File: config.mk
export PLATFORM = sky130hd
export DESIGN_NAME = phy_autoneg_energy_regs
export DESIGN_NICKNAME = d
export VERILOG_FILES = /design/src/logic/phy_an_pkg.sv /design/src/logic/phy_autoneg_energy_regs.sv /design/src/logic/ms_interval_timer.sv
export SDC_FILE = /design/constraint.sdc
export NUM_CORES = 1
export LEC_CHECK = 0
export BUFFER_PORTS_ARGS = -buffer_cell sky130_fd_sc_hd__buf_2
export CAP_MARGIN = 30
export CORE_ASPECT_RATIO = 0.9
export CORE_UTILIZATION = 52
export DETAILED_ROUTE_END_ITERATION = 12
export PLACE_DENSITY = 0.76
export SYNTH_ARGS = -nofsm -noshare
export SYNTH_HDL_FRONTEND = slang
export SYNTH_SLANG_ARGS = --single-unit
File: constraint.sdc
create_clock -name sys_clk -period 3.6 [get_ports sys_clk]
set_input_delay 0.18 -clock sys_clk [delete_from_list [all_inputs] [get_ports sys_clk]]
set_output_delay 0.18 -clock sys_clk [all_outputs]
set_load 0.03 [all_outputs]
File: src/logic/phy_an_pkg.sv
package phy_an_pkg;

  // ------------------------------------------------------------
  // Register indexes
  // ------------------------------------------------------------
  localparam logic [4:0] IDX_ID_HIGH  = 5'h02;
  localparam logic [4:0] IDX_ID_LOW   = 5'h03;
  localparam logic [4:0] IDX_ADV      = 5'h04;
  localparam logic [4:0] IDX_PARTNER  = 5'h05;
  localparam logic [4:0] IDX_EXPAND   = 5'h06;
  localparam logic [4:0] IDX_TIMING   = 5'h10;

  // ------------------------------------------------------------
  // Field positions
  // ------------------------------------------------------------
  localparam int ID_OUI_LSB      = 10;
  localparam int ID_MODEL_LSB    = 4;
  localparam int ADV_RFAULT      = 13;
  localparam int PAUSE_ASYM      = 11;
  localparam int PAUSE_SYM       = 10;
  localparam int LP_NEXT_PAGE    = 15;
  localparam int LP_ACK          = 14;
  localparam int EXP_PD_FAULT    = 4;
  localparam int EXP_LP_NP_ABLE  = 3;
  localparam int EXP_NP_ABLE     = 2;
  localparam int EXP_PAGE_RX     = 1;
  localparam int EXP_LP_AN_ABLE  = 0;
  localparam int TM_TX_EN        = 15;
  localparam int TM_TX_SEL_LSB   = 13;
  localparam int TM_RX_SINGLE    = 12;
  localparam int TM_RX_SEL_LSB   = 10;
  localparam int TM_XO_SLEEP     = 1;
  localparam int TM_XO_MANUAL    = 0;

  // ------------------------------------------------------------
  // Reset values and writable masks
  // ------------------------------------------------------------
  localparam logic [15:0] ADV_RESET     = 16'h01E1;
  localparam logic [15:0] ADV_WMASK     = 16'h2DFF;
  localparam logic [15:0] TIMING_RESET  = 16'h0000;
  localparam logic [15:0] TIMING_WMASK  = 16'hFC03;
  localparam logic [15:0] PARTNER_RESET = 16'h0000;

  // ------------------------------------------------------------
  // Timing
  // ------------------------------------------------------------
  localparam int CLK_PERIOD_NS = 10;
  localparam int MS_NS         = 1000000;
  localparam int MS_CYCLES     = MS_NS / CLK_PERIOD_NS;
  localparam logic [10:0] TX_MS_00 = 11'd1000;
  localparam logic [10:0] TX_MS_01 = 11'd768;
  localparam logic [10:0] TX_MS_10 = 11'd512;
  localparam logic [10:0] TX_MS_11 = 11'd256;
  localparam logic [10:0] RX_MS_00 = 11'd64;
  localparam logic [10:0] RX_MS_01 = 11'd256;
  localparam logic [10:0] RX_MS_10 = 11'd512;
  localparam logic [10:0] RX_MS_11 = 11'd1000;
  localparam logic [12:0] XO_SLEEP_MS  = 13'd2976;
  localparam logic [12:0] XO_MANUAL_MS = 13'd1984;

  typedef enum logic {RX_IDLE, RX_WINDOW} rx_state_t;

endpackage

File: src/logic/phy_autoneg_energy_regs.sv
`timescale 1ns/1ps
`default_nettype none

module phy_autoneg_energy_regs
  import phy_an_pkg::*;
#(
  parameter int          MS_TICK_CYCLES = MS_CYCLES,
  parameter logic [15:0] OUI_HIGH       = 16'h0ABC,  // Arbitrary value
  parameter logic [5:0]  OUI_LOW        = 6'h15,     // Arbitrary value
  parameter logic [5:0]  MODEL          = 6'h0A,     // Arbitrary value
  parameter logic [3:0]  REVISION       = 4'h1       // Arbitrary value
)
(
  input  wire logic        sys_clk,
  input  wire logic        rst,
  input  wire logic        softReset,
  input  wire logic [4:0]  regIndex,
  input  wire logic        regWrite,
  input  wire logic        regRead,
  input  wire logic [15:0] regWdata,
  output logic [15:0]      regRdata,
  output logic             regReadValid,
  input  wire logic        codeWordValid,
  input  wire logic [15:0] codeWord,
  input  wire logic        partnerAnAble,
  input  wire logic        parallelFault,
  input  wire logic        anComplete,
  output logic             pauseSym,
  output logic             pauseAsym,
  input  wire logic        energySleepEnable,
  input  wire logic        linkPulseIn,
  output logic             txLinkPulse,
  output logic             wakeUp,
  input  wire logic        autoCrossoverEn,
  input  wire logic        forcedSpeed,
  output logic [12:0]      crossoverExtendMs
);

  // Refused at elaboration: a shorter tick leaves no idle cycle
  if (MS_TICK_CYCLES < 2)
  begin : g_tick_check
    $error("MS_TICK_CYCLES must be at least 2");
  end

  // ------------------------------------------------------------
  // Register state
  // ------------------------------------------------------------
  logic [15:0] idLow;
  logic [15:0] adv;
  logic [15:0] partner;
  logic [15:0] timing;
  logic        faultLatch;
  logic        pageRecvLatch;
  logic [31:0] tickCount;
  logic        msTick;
  rx_state_t   rxState;

  wire writeIdLow  = regWrite && (regIndex == IDX_ID_LOW);
  wire writeAdv    = regWrite && (regIndex == IDX_ADV);
  wire writeTiming = regWrite && (regIndex == IDX_TIMING);
  wire readExpand  = regRead && (regIndex == IDX_EXPAND);

  wire [15:0] idHighShown = OUI_HIGH;
  wire [15:0] idLowReset  = {OUI_LOW, MODEL, REVISION};
  wire [15:0] expandShown = {11'h000, faultLatch, partner[LP_NEXT_PAGE],
                             1'b0, pageRecvLatch, partnerAnAble};

  // Unmapped indexes read zero so a scan of the space is harmless
  function automatic logic [15:0] readMux(input logic [4:0] idx, input logic [15:0] exp);
    unique case (idx)
      IDX_ID_HIGH: readMux = idHighShown;
      IDX_ID_LOW:  readMux = idLow;
      IDX_ADV:     readMux = adv;
      IDX_PARTNER: readMux = partner;
      IDX_EXPAND:  readMux = exp;
      IDX_TIMING:  readMux = timing;
      default:     readMux = 16'h0000;
    endcase
  endfunction

  function automatic logic [10:0] txInterval(input logic [1:0] sel);
    unique case (sel)
      2'b00: txInterval = TX_MS_00;
      2'b01: txInterval = TX_MS_01;
      2'b10: txInterval = TX_MS_10;
      2'b11: txInterval = TX_MS_11;
    endcase
  endfunction

  function automatic logic [10:0] rxWindow(input logic [1:0] sel);
    unique case (sel)
      2'b00: rxWindow = RX_MS_00;
      2'b01: rxWindow = RX_MS_01;
      2'b10: rxWindow = RX_MS_10;
      2'b11: rxWindow = RX_MS_11;
    endcase
  endfunction

  // ------------------------------------------------------------
  // Management access, index based
  // ------------------------------------------------------------
  always_ff @(posedge sys_clk or posedge rst)
  begin
    if (rst)
    begin
      regRdata     <= 16'h0000;
      regReadValid <= 1'b0;
    end
    else
    begin
      regReadValid <= regRead;
      if (regRead)
        regRdata <= readMux(regIndex, expandShown);
    end
  end

  always_ff @(posedge sys_clk or posedge rst)
  begin
    if (rst)
    begin
      idLow <= {OUI_LOW, MODEL, REVISION};
      adv   <= ADV_RESET;
    end
    else if (softReset)
    begin
      idLow <= idLowReset;
      adv   <= ADV_RESET;
    end
    else
    begin
      if (writeIdLow)
        idLow <= regWdata;
      if (writeAdv)
        adv <= (regWdata & ADV_WMASK) | (adv & ~ADV_WMASK);
    end
  end

  // Timing fields keep their value through soft reset
  always_ff @(posedge sys_clk or posedge rst)
  begin
    if (rst)
      timing <= TIMING_RESET;
    else if (writeTiming)
      timing <= regWdata & TIMING_WMASK;
  end

  // ------------------------------------------------------------
  // Link partner and expansion status
  // ------------------------------------------------------------
  always_ff @(posedge sys_clk or posedge rst)
  begin
    if (rst)
      partner <= PARTNER_RESET;
    else if (softReset)
      partner <= PARTNER_RESET;
    else if (codeWordValid)
      partner <= codeWord | (16'h0001 << LP_ACK);
  end

  // Set wins over the clear caused by a read in the same cycle
  always_ff @(posedge sys_clk or posedge rst)
  begin
    if (rst)
    begin
      faultLatch    <= 1'b0;
      pageRecvLatch <= 1'b0;
    end
    else if (softReset)
    begin
      faultLatch    <= 1'b0;
      pageRecvLatch <= 1'b0;
    end
    else
    begin
      faultLatch    <= parallelFault || (faultLatch && !readExpand);
      pageRecvLatch <= codeWordValid || (pageRecvLatch && !readExpand);
    end
  end

  // ------------------------------------------------------------
  // Pause resolution
  // ------------------------------------------------------------
  wire bothSym  = adv[PAUSE_SYM] && partner[PAUSE_SYM];
  wire bothAsym = adv[PAUSE_ASYM] && partner[PAUSE_ASYM]
                  && (adv[PAUSE_SYM] != partner[PAUSE_SYM]);

  // Symmetric takes priority so only one kind is ever chosen
  always_ff @(posedge sys_clk or posedge rst)
  begin
    if (rst)
    begin
      pauseSym  <= 1'b0;
      pauseAsym <= 1'b0;
    end
    else
    begin
      pauseSym  <= anComplete && bothSym;
      pauseAsym <= anComplete && !bothSym && bothAsym;
    end
  end

  // ------------------------------------------------------------
  // Millisecond tick
  // ------------------------------------------------------------
  always_ff @(posedge sys_clk or posedge rst)
  begin
    if (rst)
    begin
      tickCount <= 32'd0;
      msTick    <= 1'b0;
    end
    else if (tickCount == 32'(MS_TICK_CYCLES - 1))
    begin
      tickCount <= 32'd0;
      msTick    <= 1'b1;
    end
    else
    begin
      tickCount <= tickCount + 32'd1;
      msTick    <= 1'b0;
    end
  end

  // ------------------------------------------------------------
  // Energy-detect sleep pulses and wake
  // ------------------------------------------------------------
  wire sleepTx = energySleepEnable && timing[TM_TX_EN];
  logic txExpired;
  logic txActive;
  logic rxExpired;
  logic rxActive;

  ms_interval_timer u_tx_timer
  (
    .sys_clk (sys_clk),
    .rst     (rst),
    .msTick  (msTick),
    .start   (sleepTx && !txActive),
    .stop    (!sleepTx),
    .limitMs (txInterval(timing[TM_TX_SEL_LSB +: 2])),
    .expired (txExpired),
    .active  (txActive)
  );

  wire singleWake = energySleepEnable && timing[TM_RX_SINGLE] && linkPulseIn;
  wire pairWake   = energySleepEnable && !timing[TM_RX_SINGLE] && linkPulseIn
                    && (rxState == RX_WINDOW);
  wire rxOpen     = energySleepEnable && !timing[TM_RX_SINGLE] && linkPulseIn
                    && (rxState == RX_IDLE);

  ms_interval_timer u_rx_timer
  (
    .sys_clk (sys_clk),
    .rst     (rst),
    .msTick  (msTick),
    .start   (rxOpen),
    .stop    (!energySleepEnable || pairWake),
    .limitMs (rxWindow(timing[TM_RX_SEL_LSB +: 2])),
    .expired (rxExpired),
    .active  (rxActive)
  );

  always_ff @(posedge sys_clk or posedge rst)
  begin
    if (rst)
    begin
      txLinkPulse <= 1'b0;
      wakeUp      <= 1'b0;
      rxState     <= RX_IDLE;
    end
    else
    begin
      txLinkPulse <= sleepTx && txExpired;
      wakeUp      <= singleWake || pairWake;
      unique case (rxState)
        RX_IDLE:   if (rxOpen) rxState <= RX_WINDOW;
        RX_WINDOW: if (!energySleepEnable || pairWake || rxExpired) rxState <= RX_IDLE;
      endcase
    end
  end

  // ------------------------------------------------------------
  // Crossover extension
  // ------------------------------------------------------------
  wire [12:0] xoSleep  = (energySleepEnable && timing[TM_XO_SLEEP]) ? XO_SLEEP_MS : 13'd0;
  wire [12:0] xoManual = (autoCrossoverEn && forcedSpeed && timing[TM_XO_MANUAL])
                         ? XO_MANUAL_MS : 13'd0;

  always_ff @(posedge sys_clk or posedge rst)
  begin
    if (rst)
      crossoverExtendMs <= 13'd0;
    else
      crossoverExtendMs <= xoSleep + xoManual;
  end
endmodule

`default_nettype wire

File: src/logic/ms_interval_timer.sv
`timescale 1ns/1ps
`default_nettype none

module ms_interval_timer
  import phy_an_pkg::*;
(
  input  wire logic        sys_clk,
  input  wire logic        rst,
  input  wire logic        msTick,
  input  wire logic        start,
  input  wire logic        stop,
  input  wire logic [10:0] limitMs,
  output logic             expired,
  output logic             active
);

  logic [10:0] count;
  wire         lastTick = active && msTick && (count == limitMs - 11'd1);

  assign expired = lastTick && !start;

  // ------------------------------------------------------------
  // Counter
  // ------------------------------------------------------------
  always_ff @(posedge sys_clk or posedge rst)
  begin
    if (rst)
    begin
      active <= 1'b0;
      count  <= 11'd0;
    end
    else if (stop)
    begin
      active <= 1'b0;
      count  <= 11'd0;
    end
    else if (start)
    begin
      active <= 1'b1;
      count  <= 11'd0;
    end
    else if (lastTick)
    begin
      active <= 1'b0;
      count  <= 11'd0;
    end
    else if (active && msTick)
      count <= count + 11'd1;
  end

endmodule

`default_nettype wire

**Word-level counts from Yosys, hierarchy flattened**

Cells that the tools add are included.

- Bits in registers: 150
- Output and inout port bits: 34

- $add $sub $neg: 6
- Eq/ne operators: 18
- Muxes and demuxes: 32
- Bitwise operators: 2
- Reduce and logical (&&, ||, !) cells: 49

Operators by type and width:

| cell | count |
|---|---|
| 11-bit 2-to-1 mux | 9 |
| 16-bit 2-to-1 mux | 6 |
| 16-bit one-hot mux with 6 select lines | 1 |
| 11-bit one-hot mux with 4 select lines | 2 |
| 32-bit by 1-bit adder with 32-bit output, second input constant | 1 |
| 32-bit by 17-bit == test with 1-bit output, second input constant | 1 |
| 32-bit 2-to-1 mux | 1 |
| 1-bit logical AND | 30 |
| 11-bit by 1-bit adder with 11-bit output, second input constant | 2 |
| 11-bit == test | 2 |
| 11-bit by 1-bit subtractor with 11-bit output, second input constant | 2 |
| 14-bit by 16-bit bitwise OR with 16-bit output | 1 |
| 5-bit by 3-bit == test with 1-bit output, second input constant | 3 |
| 12-bit by 11-bit adder with 13-bit output | 1 |
| 12-bit 2-to-1 mux | 1 |
| 1-bit 2-to-1 mux | 11 |
| 5-bit by 2-bit == test with 1-bit output, second input constant | 2 |
| 2-bit == test, second input constant | 4 |
| 1-bit logical NOT | 7 |
| 2-bit nonzero test | 3 |
| 5-bit == test, second input constant | 1 |
| 1-bit logical OR | 5 |
| 2-bit by 1-bit == test with 1-bit output, second input constant | 2 |
| 2-bit logical NOT | 2 |
| 7 further kinds | 7 |

**Depth between registers and ports, before layout**

- Depth after elaboration: 9
- Mapped depth: 7

**Cells and area by module**

From an unflattened synthesis, not the netlist that was laid out.

- Cell total of the unflattened synthesis: 762
- Area total of the unflattened synthesis: 7393.3 µm²

By module, submodules not included:

| module | times used | cells an instance | area each (µm²) | seq. area each (µm²) |
|---|---|---|---|---|
| phy_autoneg_energy_regs | 1 | 522 | 5356.4 | 2916.5 |
| ms_interval_timer | 2 | 120 | 1018.5 | 300.3 |

**Worst setup path before layout**

No wires, ideal clock.

- Kind: register -> register
- From: register tickCount[0]
- To: register tickCount[22]
- Arrival: 1982 ps
- Required time: 3477 ps
- Path slack: 1494 ps
- Stages on the path, launching flop included: 6
- Period minus slack after synthesis: 2106 ps
- Path through: dfrtp_1 -> ha_1 -> inv_1 -> nor4_1 -> or4b_2 -> xnor2_1

- Word-level cells in the longest chain between the ends: 2
- Elaborated cells on any way between the ends: 3
- Those cells by class: 1 x add/sub; 1 x eq/ne; 1 x mux

Ends and longest elaborated chain:

| item | RTL line | text |
|---|---|---|
| start, declared | phy_autoneg_energy_regs.sv:54 | `logic [31:0] tickCount;` |
| start signal, assigned | phy_autoneg_energy_regs.sv:219 | `tickCount <= tickCount + 32'd1;` |
| 32-bit by 1-bit adder with 32-bit output or 32-bit by 17-bit == test with 1-bit output (tied branches) | phy_autoneg_energy_regs.sv:219, phy_autoneg_energy_regs.sv:212 |  |
| 32-bit 2-to-1 mux (*) | phy_autoneg_energy_regs.sv:212 | `else if (tickCount == 32'(MS_TICK_CYCLES - 1))` |

Mark *: on every way between the ends. The rest lies on a longest branch, timed or not.
A chain may end at the register's enable or synchronous reset.

**Final worst setup path**

- From: register timing[11]
- To: register rxState

- Word-level cells in the longest chain between the ends: 9
- Elaborated cells on any way between the ends: 12
- Those cells by class: 1 x add/sub; 4 x eq/ne; 3 x mux; 4 x reduce/logical

Ends and longest elaborated chain:

| item | RTL line | text |
|---|---|---|
| start, declared | phy_autoneg_energy_regs.sv:51 | `logic [15:0] timing;` |
| start signal, assigned | phy_autoneg_energy_regs.sv:144 | `timing <= regWdata & TIMING_WMASK;` |
| 2-bit == test (tied with other cells) | phy_autoneg_energy_regs.sv:91 | `unique case (sel)` |
| 11-bit one-hot mux with 4 select lines (*) | phy_autoneg_energy_regs.sv:91 |  |
| 11-bit by 1-bit subtractor with 11-bit output (*) | ms_interval_timer.sv:18 | `wire lastTick = active && msTick && (count == limitMs - 11'd1);` |
| 11-bit == test (*) | ms_interval_timer.sv:18 |  |
| 1-bit logical AND (*) | ms_interval_timer.sv:18 |  |
| 1-bit logical AND (*) | ms_interval_timer.sv:20 | `assign expired = lastTick && !start;` |
| 1-bit logical OR (*) | phy_autoneg_energy_regs.sv:277 | `RX_WINDOW: if (!energySleepEnable \|\| pairWake \|\| rxExpired) rxState <= RX_IDLE;` |
| 1-bit 2-to-1 mux (*) | phy_autoneg_energy_regs.sv:277 |  |
| 1-bit one-hot mux with 2 select lines (*) | phy_autoneg_energy_regs.sv:275 | `unique case (rxState)` |
| end signal, assigned | phy_autoneg_energy_regs.sv:269 | `rxState <= RX_IDLE;` |
| end signal, assigned | phy_autoneg_energy_regs.sv:276 | `RX_IDLE: if (rxOpen) rxState <= RX_WINDOW;` |
| end signal, assigned | phy_autoneg_energy_regs.sv:277 |  |
| end, declared | phy_autoneg_energy_regs.sv:56 | `rx_state_t rxState;` |

Mark *: on every way between the ends. The rest lies on a longest branch, timed or not. The select of a mux whose other input is x is not followed.

==> flow_results.xml <==
<?xml version="1.0" encoding="UTF-8"?>
<metrics>
  <group name="die">
    <metric name="initial_utilization" unit="">0.544</metric>
    <metric name="die_h" unit="um">110</metric>
    <metric name="row_count" unit="">38</metric>
    <metric name="core_area" unit="um2">12300</metric>
    <metric name="io_pins" unit="">84</metric>
    <metric name="chip_width" unit="um">122</metric>
    <metric name="total_die_area" unit="um2">13300</metric>
  </group>
  <group name="yosys">
    <metric name="synthTopCellsByArea" unit="">sky130_fd_sc_hd__dfrtp_1, sky130_fd_sc_hd__mux2i_1, sky130_fd_sc_hd__dfstp_2</metric>
    <metric name="mappedNetlistArea" unit="um2">6700</metric>
    <metric name="synth_seq_cells" unit="">140</metric>
    <metric name="synth_seq_area_share" unit="">0.525</metric>
    <metric name="synth_ff_type" unit="">sky130_fd_sc_hd__dfrtp_1</metric>
    <metric name="synth_largest_area_cell" unit="">sky130_fd_sc_hd__dfrtp_1</metric>
    <metric name="yosysWarningCount" unit="">0</metric>
    <metric name="average_footprint_of_a_synthesized_cell" unit="um2">10.4</metric>
    <metric name="number_of_distinct_library_cells_after_synthesis" unit="">59</metric>
    <metric name="postSynthCellCount" unit="">647</metric>
    <metric name="yosysMostFrequentCell" unit="">sky130_fd_sc_hd__dfrtp_1</metric>
    <metric name="ys_top_cells_by_count" unit="">sky130_fd_sc_hd__dfrtp_1, sky130_fd_sc_hd__nor2_1, sky130_fd_sc_hd__nand2_1, sky130_fd_sc_hd__nand3_1, sky130_fd_sc_hd__mux2i_1</metric>
    <metric name="post-synth-top-area-fraction" unit="">0.482</metric>
    <metric name="synth_async_sr_flop_share" unit="">1.00</metric>
    <metric name="synth_edf_count" unit="">0</metric>
  </group>
  <group name="timing">
    <metric name="final.setup.tns" unit="ns">0</metric>
    <metric name="max-slew-margin-rel" unit="">0.265</metric>
    <metric name="setup_repair_after_global_routing_missed_its_margin" unit="">false</metric>
    <metric name="worst_pin_slew" unit="ns">1.09</metric>
    <metric name="clock_skew" unit="ns">0.00696</metric>
    <metric name="finalSetupViolations" unit="">0</metric>
    <metric name="final-max-slew-violation-count" unit="">0</metric>
    <metric name="maximum_operating_frequency" unit="GHz">0.409</metric>
    <metric name="post-route-period-util" unit="">0.679</metric>
    <metric name="final-hold-violation-count" unit="">0</metric>
    <metric name="layout_min_cycle_time" unit="ns">2.45</metric>
  </group>
  <group name="pwr">
    <metric name="irDropWorstVdd" unit="mV">0.322</metric>
    <metric name="p_per_cell_area" unit="nW/um2">465</metric>
    <metric name="leakage" unit="nW">3.66</metric>
    <metric name="design_power_total" unit="W">0.00365</metric>
  </group>
  <group name="setup_path">
    <metric name="worst-path-max-fanout" unit="">8</metric>
    <metric name="cp-start-kind" unit="">flip-flop</metric>
    <metric name="critical_path_required" unit="ns">3.86</metric>
    <metric name="critical-path-slowest-cell" unit="">sky130_fd_sc_hd__o31ai_1</metric>
    <metric name="crit_type" unit="">flip-flop to flip-flop</metric>
    <metric name="crit_path_buf_inv_count" unit="">0</metric>
    <metric name="timing.critical_path.max_delay_family" unit="">compound AO/OA/AOI/OAI gates</metric>
    <metric name="timing.critical_path.cells" unit="">ha_1 -&gt; nor4bb_1 -&gt; o21bai_1 -&gt; o31ai_1 -&gt; o21ai_0</metric>
    <metric name="cp-end-kind" unit="">flip-flop</metric>
    <metric name="max_stage_delay" unit="ns">0.94</metric>
    <metric name="timing.critical_path.arrival" unit="ns">2.70</metric>
  </group>
  <group name="clock_tree">
    <metric name="root_buffer" unit="">sky130_fd_sc_hd__clkbuf_16</metric>
    <metric name="tritoncts" unit="">yes</metric>
    <metric name="clock_path_buffers" unit="">2</metric>
    <metric name="tritoncts_num_sinks" unit="">140</metric>
    <metric name="cts_buffers" unit="">17</metric>
    <metric name="worst_setup_hold_path_clk_slew" unit="ns">0.05</metric>
    <metric name="clk-insertion-delay-late" unit="ns">0.43</metric>
    <metric name="post_cts_buffers" unit="">0</metric>
    <metric name="cts.htree.levels" unit="">4</metric>
  </group>
  <group name="drt">
    <metric name="drt_pass1_iterations" unit="">5</metric>
    <metric name="detail-route-antenna-nets" unit="">0</metric>
    <metric name="dr.first_iter.drc_count" unit="">528</metric>
    <metric name="wire_length_after_detailed_routing" unit="um">15600</metric>
    <metric name="route.detailed.vias_per_inst" unit="">5.82</metric>
    <metric name="drc" unit="">0</metric>
    <metric name="total_via_count_in_the_routed_design" unit="">5241</metric>
    <metric name="avgRoutedWirePerCell" unit="um">17.3</metric>
  </group>
  <group name="cells_and_area">
    <metric name="fin_nets" unit="">790</metric>
    <metric name="n_antenna_cell" unit="">0</metric>
    <metric name="flow.area_growth_from_synthesis" unit="%">17.3</metric>
    <metric name="post_route_cells_drive_above_1_share" unit="">0.181</metric>
    <metric name="fillerInstances" unit="">956</metric>
  </group>
  <group name="global_route">
    <metric name="track_usage" unit="">0.248</metric>
    <metric name="grt_overflow_total" unit="">0</metric>
    <metric name="grt_pass1_wl" unit="um">25000</metric>
    <metric name="first_global_vias" unit="">4980</metric>
    <metric name="grt_max_degree" unit="">115</metric>
    <metric name="initial_antenna_violation_count" unit="">0</metric>
  </group>
  <group name="placed_design">
    <metric name="gp_congestion" unit="">0.868</metric>
    <metric name="portBuffers" unit="">77</metric>
    <metric name="hpwl" unit="um">10500</metric>
  </group>
  <group name="flow_run">
    <metric name="cap_violations" unit="">0</metric>
  </group>
  <group name="worst_hold_path">
    <metric name="holdCritPathClass" unit="">primary input to flip-flop</metric>
  </group>
  <group name="run_status">
    <metric name="status" unit="">finished, final reports clean</metric>
  </group>
</metrics>
[flip-flops by register name, summed over array words and instances, names as in the netlist, 7 cells and up]
name / count
u_tx_timer.count: 11
timing: 8
adv: 12
idLow: 16
regRdata: 16
crossoverExtendMs: 7
u_rx_timer.count: 11
tickCount: 32
partner: 16
[cells in the final DEF, fill, tap and decap left out, types with 7 or more instances in the layout]
master | netlist | final
sky130_fd_sc_hd__xor2_1 | 21 | 21
sky130_fd_sc_hd__and2_1 | 12 | 12
sky130_fd_sc_hd__nor2_1 | 65 | 65
sky130_fd_sc_hd__nor4_1 | 12 | 12
sky130_fd_sc_hd__nand3b_1 | 12 | 12
sky130_fd_sc_hd__dlygate4sd3_1 | 0 | 9
sky130_fd_sc_hd__nor3_1 | 11 | 11
sky130_fd_sc_hd__ha_1 | 12 | 12
sky130_fd_sc_hd__and4_1 | 7 | 7
sky130_fd_sc_hd__dfstp_2 | 11 | 11
sky130_fd_sc_hd__a221oi_1 | 7 | 7
sky130_fd_sc_hd__xnor2_1 | 23 | 23
sky130_fd_sc_hd__clkbuf_16 | 0 | 17
sky130_fd_sc_hd__nand3_1 | 31 | 31
sky130_fd_sc_hd__dfrtp_1 | 129 | 129
sky130_fd_sc_hd__a21oi_1 | 28 | 28
sky130_fd_sc_hd__mux2_2 | 8 | 8
sky130_fd_sc_hd__nand4_1 | 20 | 20
sky130_fd_sc_hd__nand2_1 | 59 | 59
sky130_fd_sc_hd__mux2i_1 | 29 | 29
sky130_fd_sc_hd__o2bb2ai_1 | 15 | 15
sky130_fd_sc_hd__inv_1 | 23 | 22
sky130_fd_sc_hd__and3_1 | 7 | 7
sky130_fd_sc_hd__buf_2 | 3 | 78
[timing repair]
item / CTS / global route
gates resized for setup: 0 / 0
hold buffers: 9 / 0
endpoints found under the hold margin: 30 / 0
[final timing paths]
kind                              start             to  slack [ns]  cells past startpoint
min reg2reg                tickCount[0]   tickCount[0]        0.46                      1
max in group asynchronous           rst  tickCount[14]        2.29                      4
max                          timing[11]        rxState        1.15                      5
max reg2reg                  timing[11]        rxState        1.15                      5
min in group asynchronous           rst    partner[11]        0.37                      3
min                         codeWord[9]     partner[9]       0.006                      3
[worst min-delay path, stage by stage]
cell and delay (ns):
sky130_fd_sc_hd__buf_2 0.07, sky130_fd_sc_hd__mux2i_1 0.06, sky130_fd_sc_hd__nor2_1 0.08
[layer usage]
layer | wire length (um) | global-route usage | vias up
met3 | 949 | 0.0638 | 11
met5 | 0 | 0 | -
li1 | - | - | 2452
met4 | 133 | 0.0829 | 0
met2 | 7390 | 0.378 | 173
met1 | 7080 | 0.345 | 2605
[cell type report]
class | count | area (um2) | share of cell area
tap | 160 | 200 | 0.0255
inverter | 25 | 97.6 | 0.0124
clock inverter | 8 | 90.1 | 0.0115
timing repair buffer | 91 | 523 | 0.0666
multi-input combinational | 453 | 2950 | 0.375
clock buffer | 24 | 482 | 0.0613
sequential | 140 | 3520 | 0.448
[where the power goes]
part	total [W]	switching [W]	internal, W
clock	0.00171	0.000641	0.00107
sequential	0.00166	0.0000386	0.00162
combinational	0.000281	0.000181	0.0000994
[metrics by stage]
stage,util,hold WS (ns),cell area (um2),instances,setup slack (ns)
finish,0.638,0.00561,7860,901,1.15
global route,0.638,0.00692,7860,901,0.975
CTS,0.638,0.000580,7860,901,1.23
detailed placement,0.584,0.280,7190,860,1.19
global placement,0.584,0.274,7190,859,1.26
floorplan,-,0.211,6720,651,1.49
[kinds of logic (layout without fill, tap and decap cells)]
family          Yosys count  count (layout)  synth area share
simple gates            268             268             0.209
flops                   140             140             0.525
compound gates           87              87            0.0910
buf+inv                  58             148            0.0375
xor+xnor                 44              44            0.0575
mux                      37              37            0.0568
fa+ha+maj                12              12            0.0224
other cells               1               5          0.000560
Power figures use the tool's default switching activity.
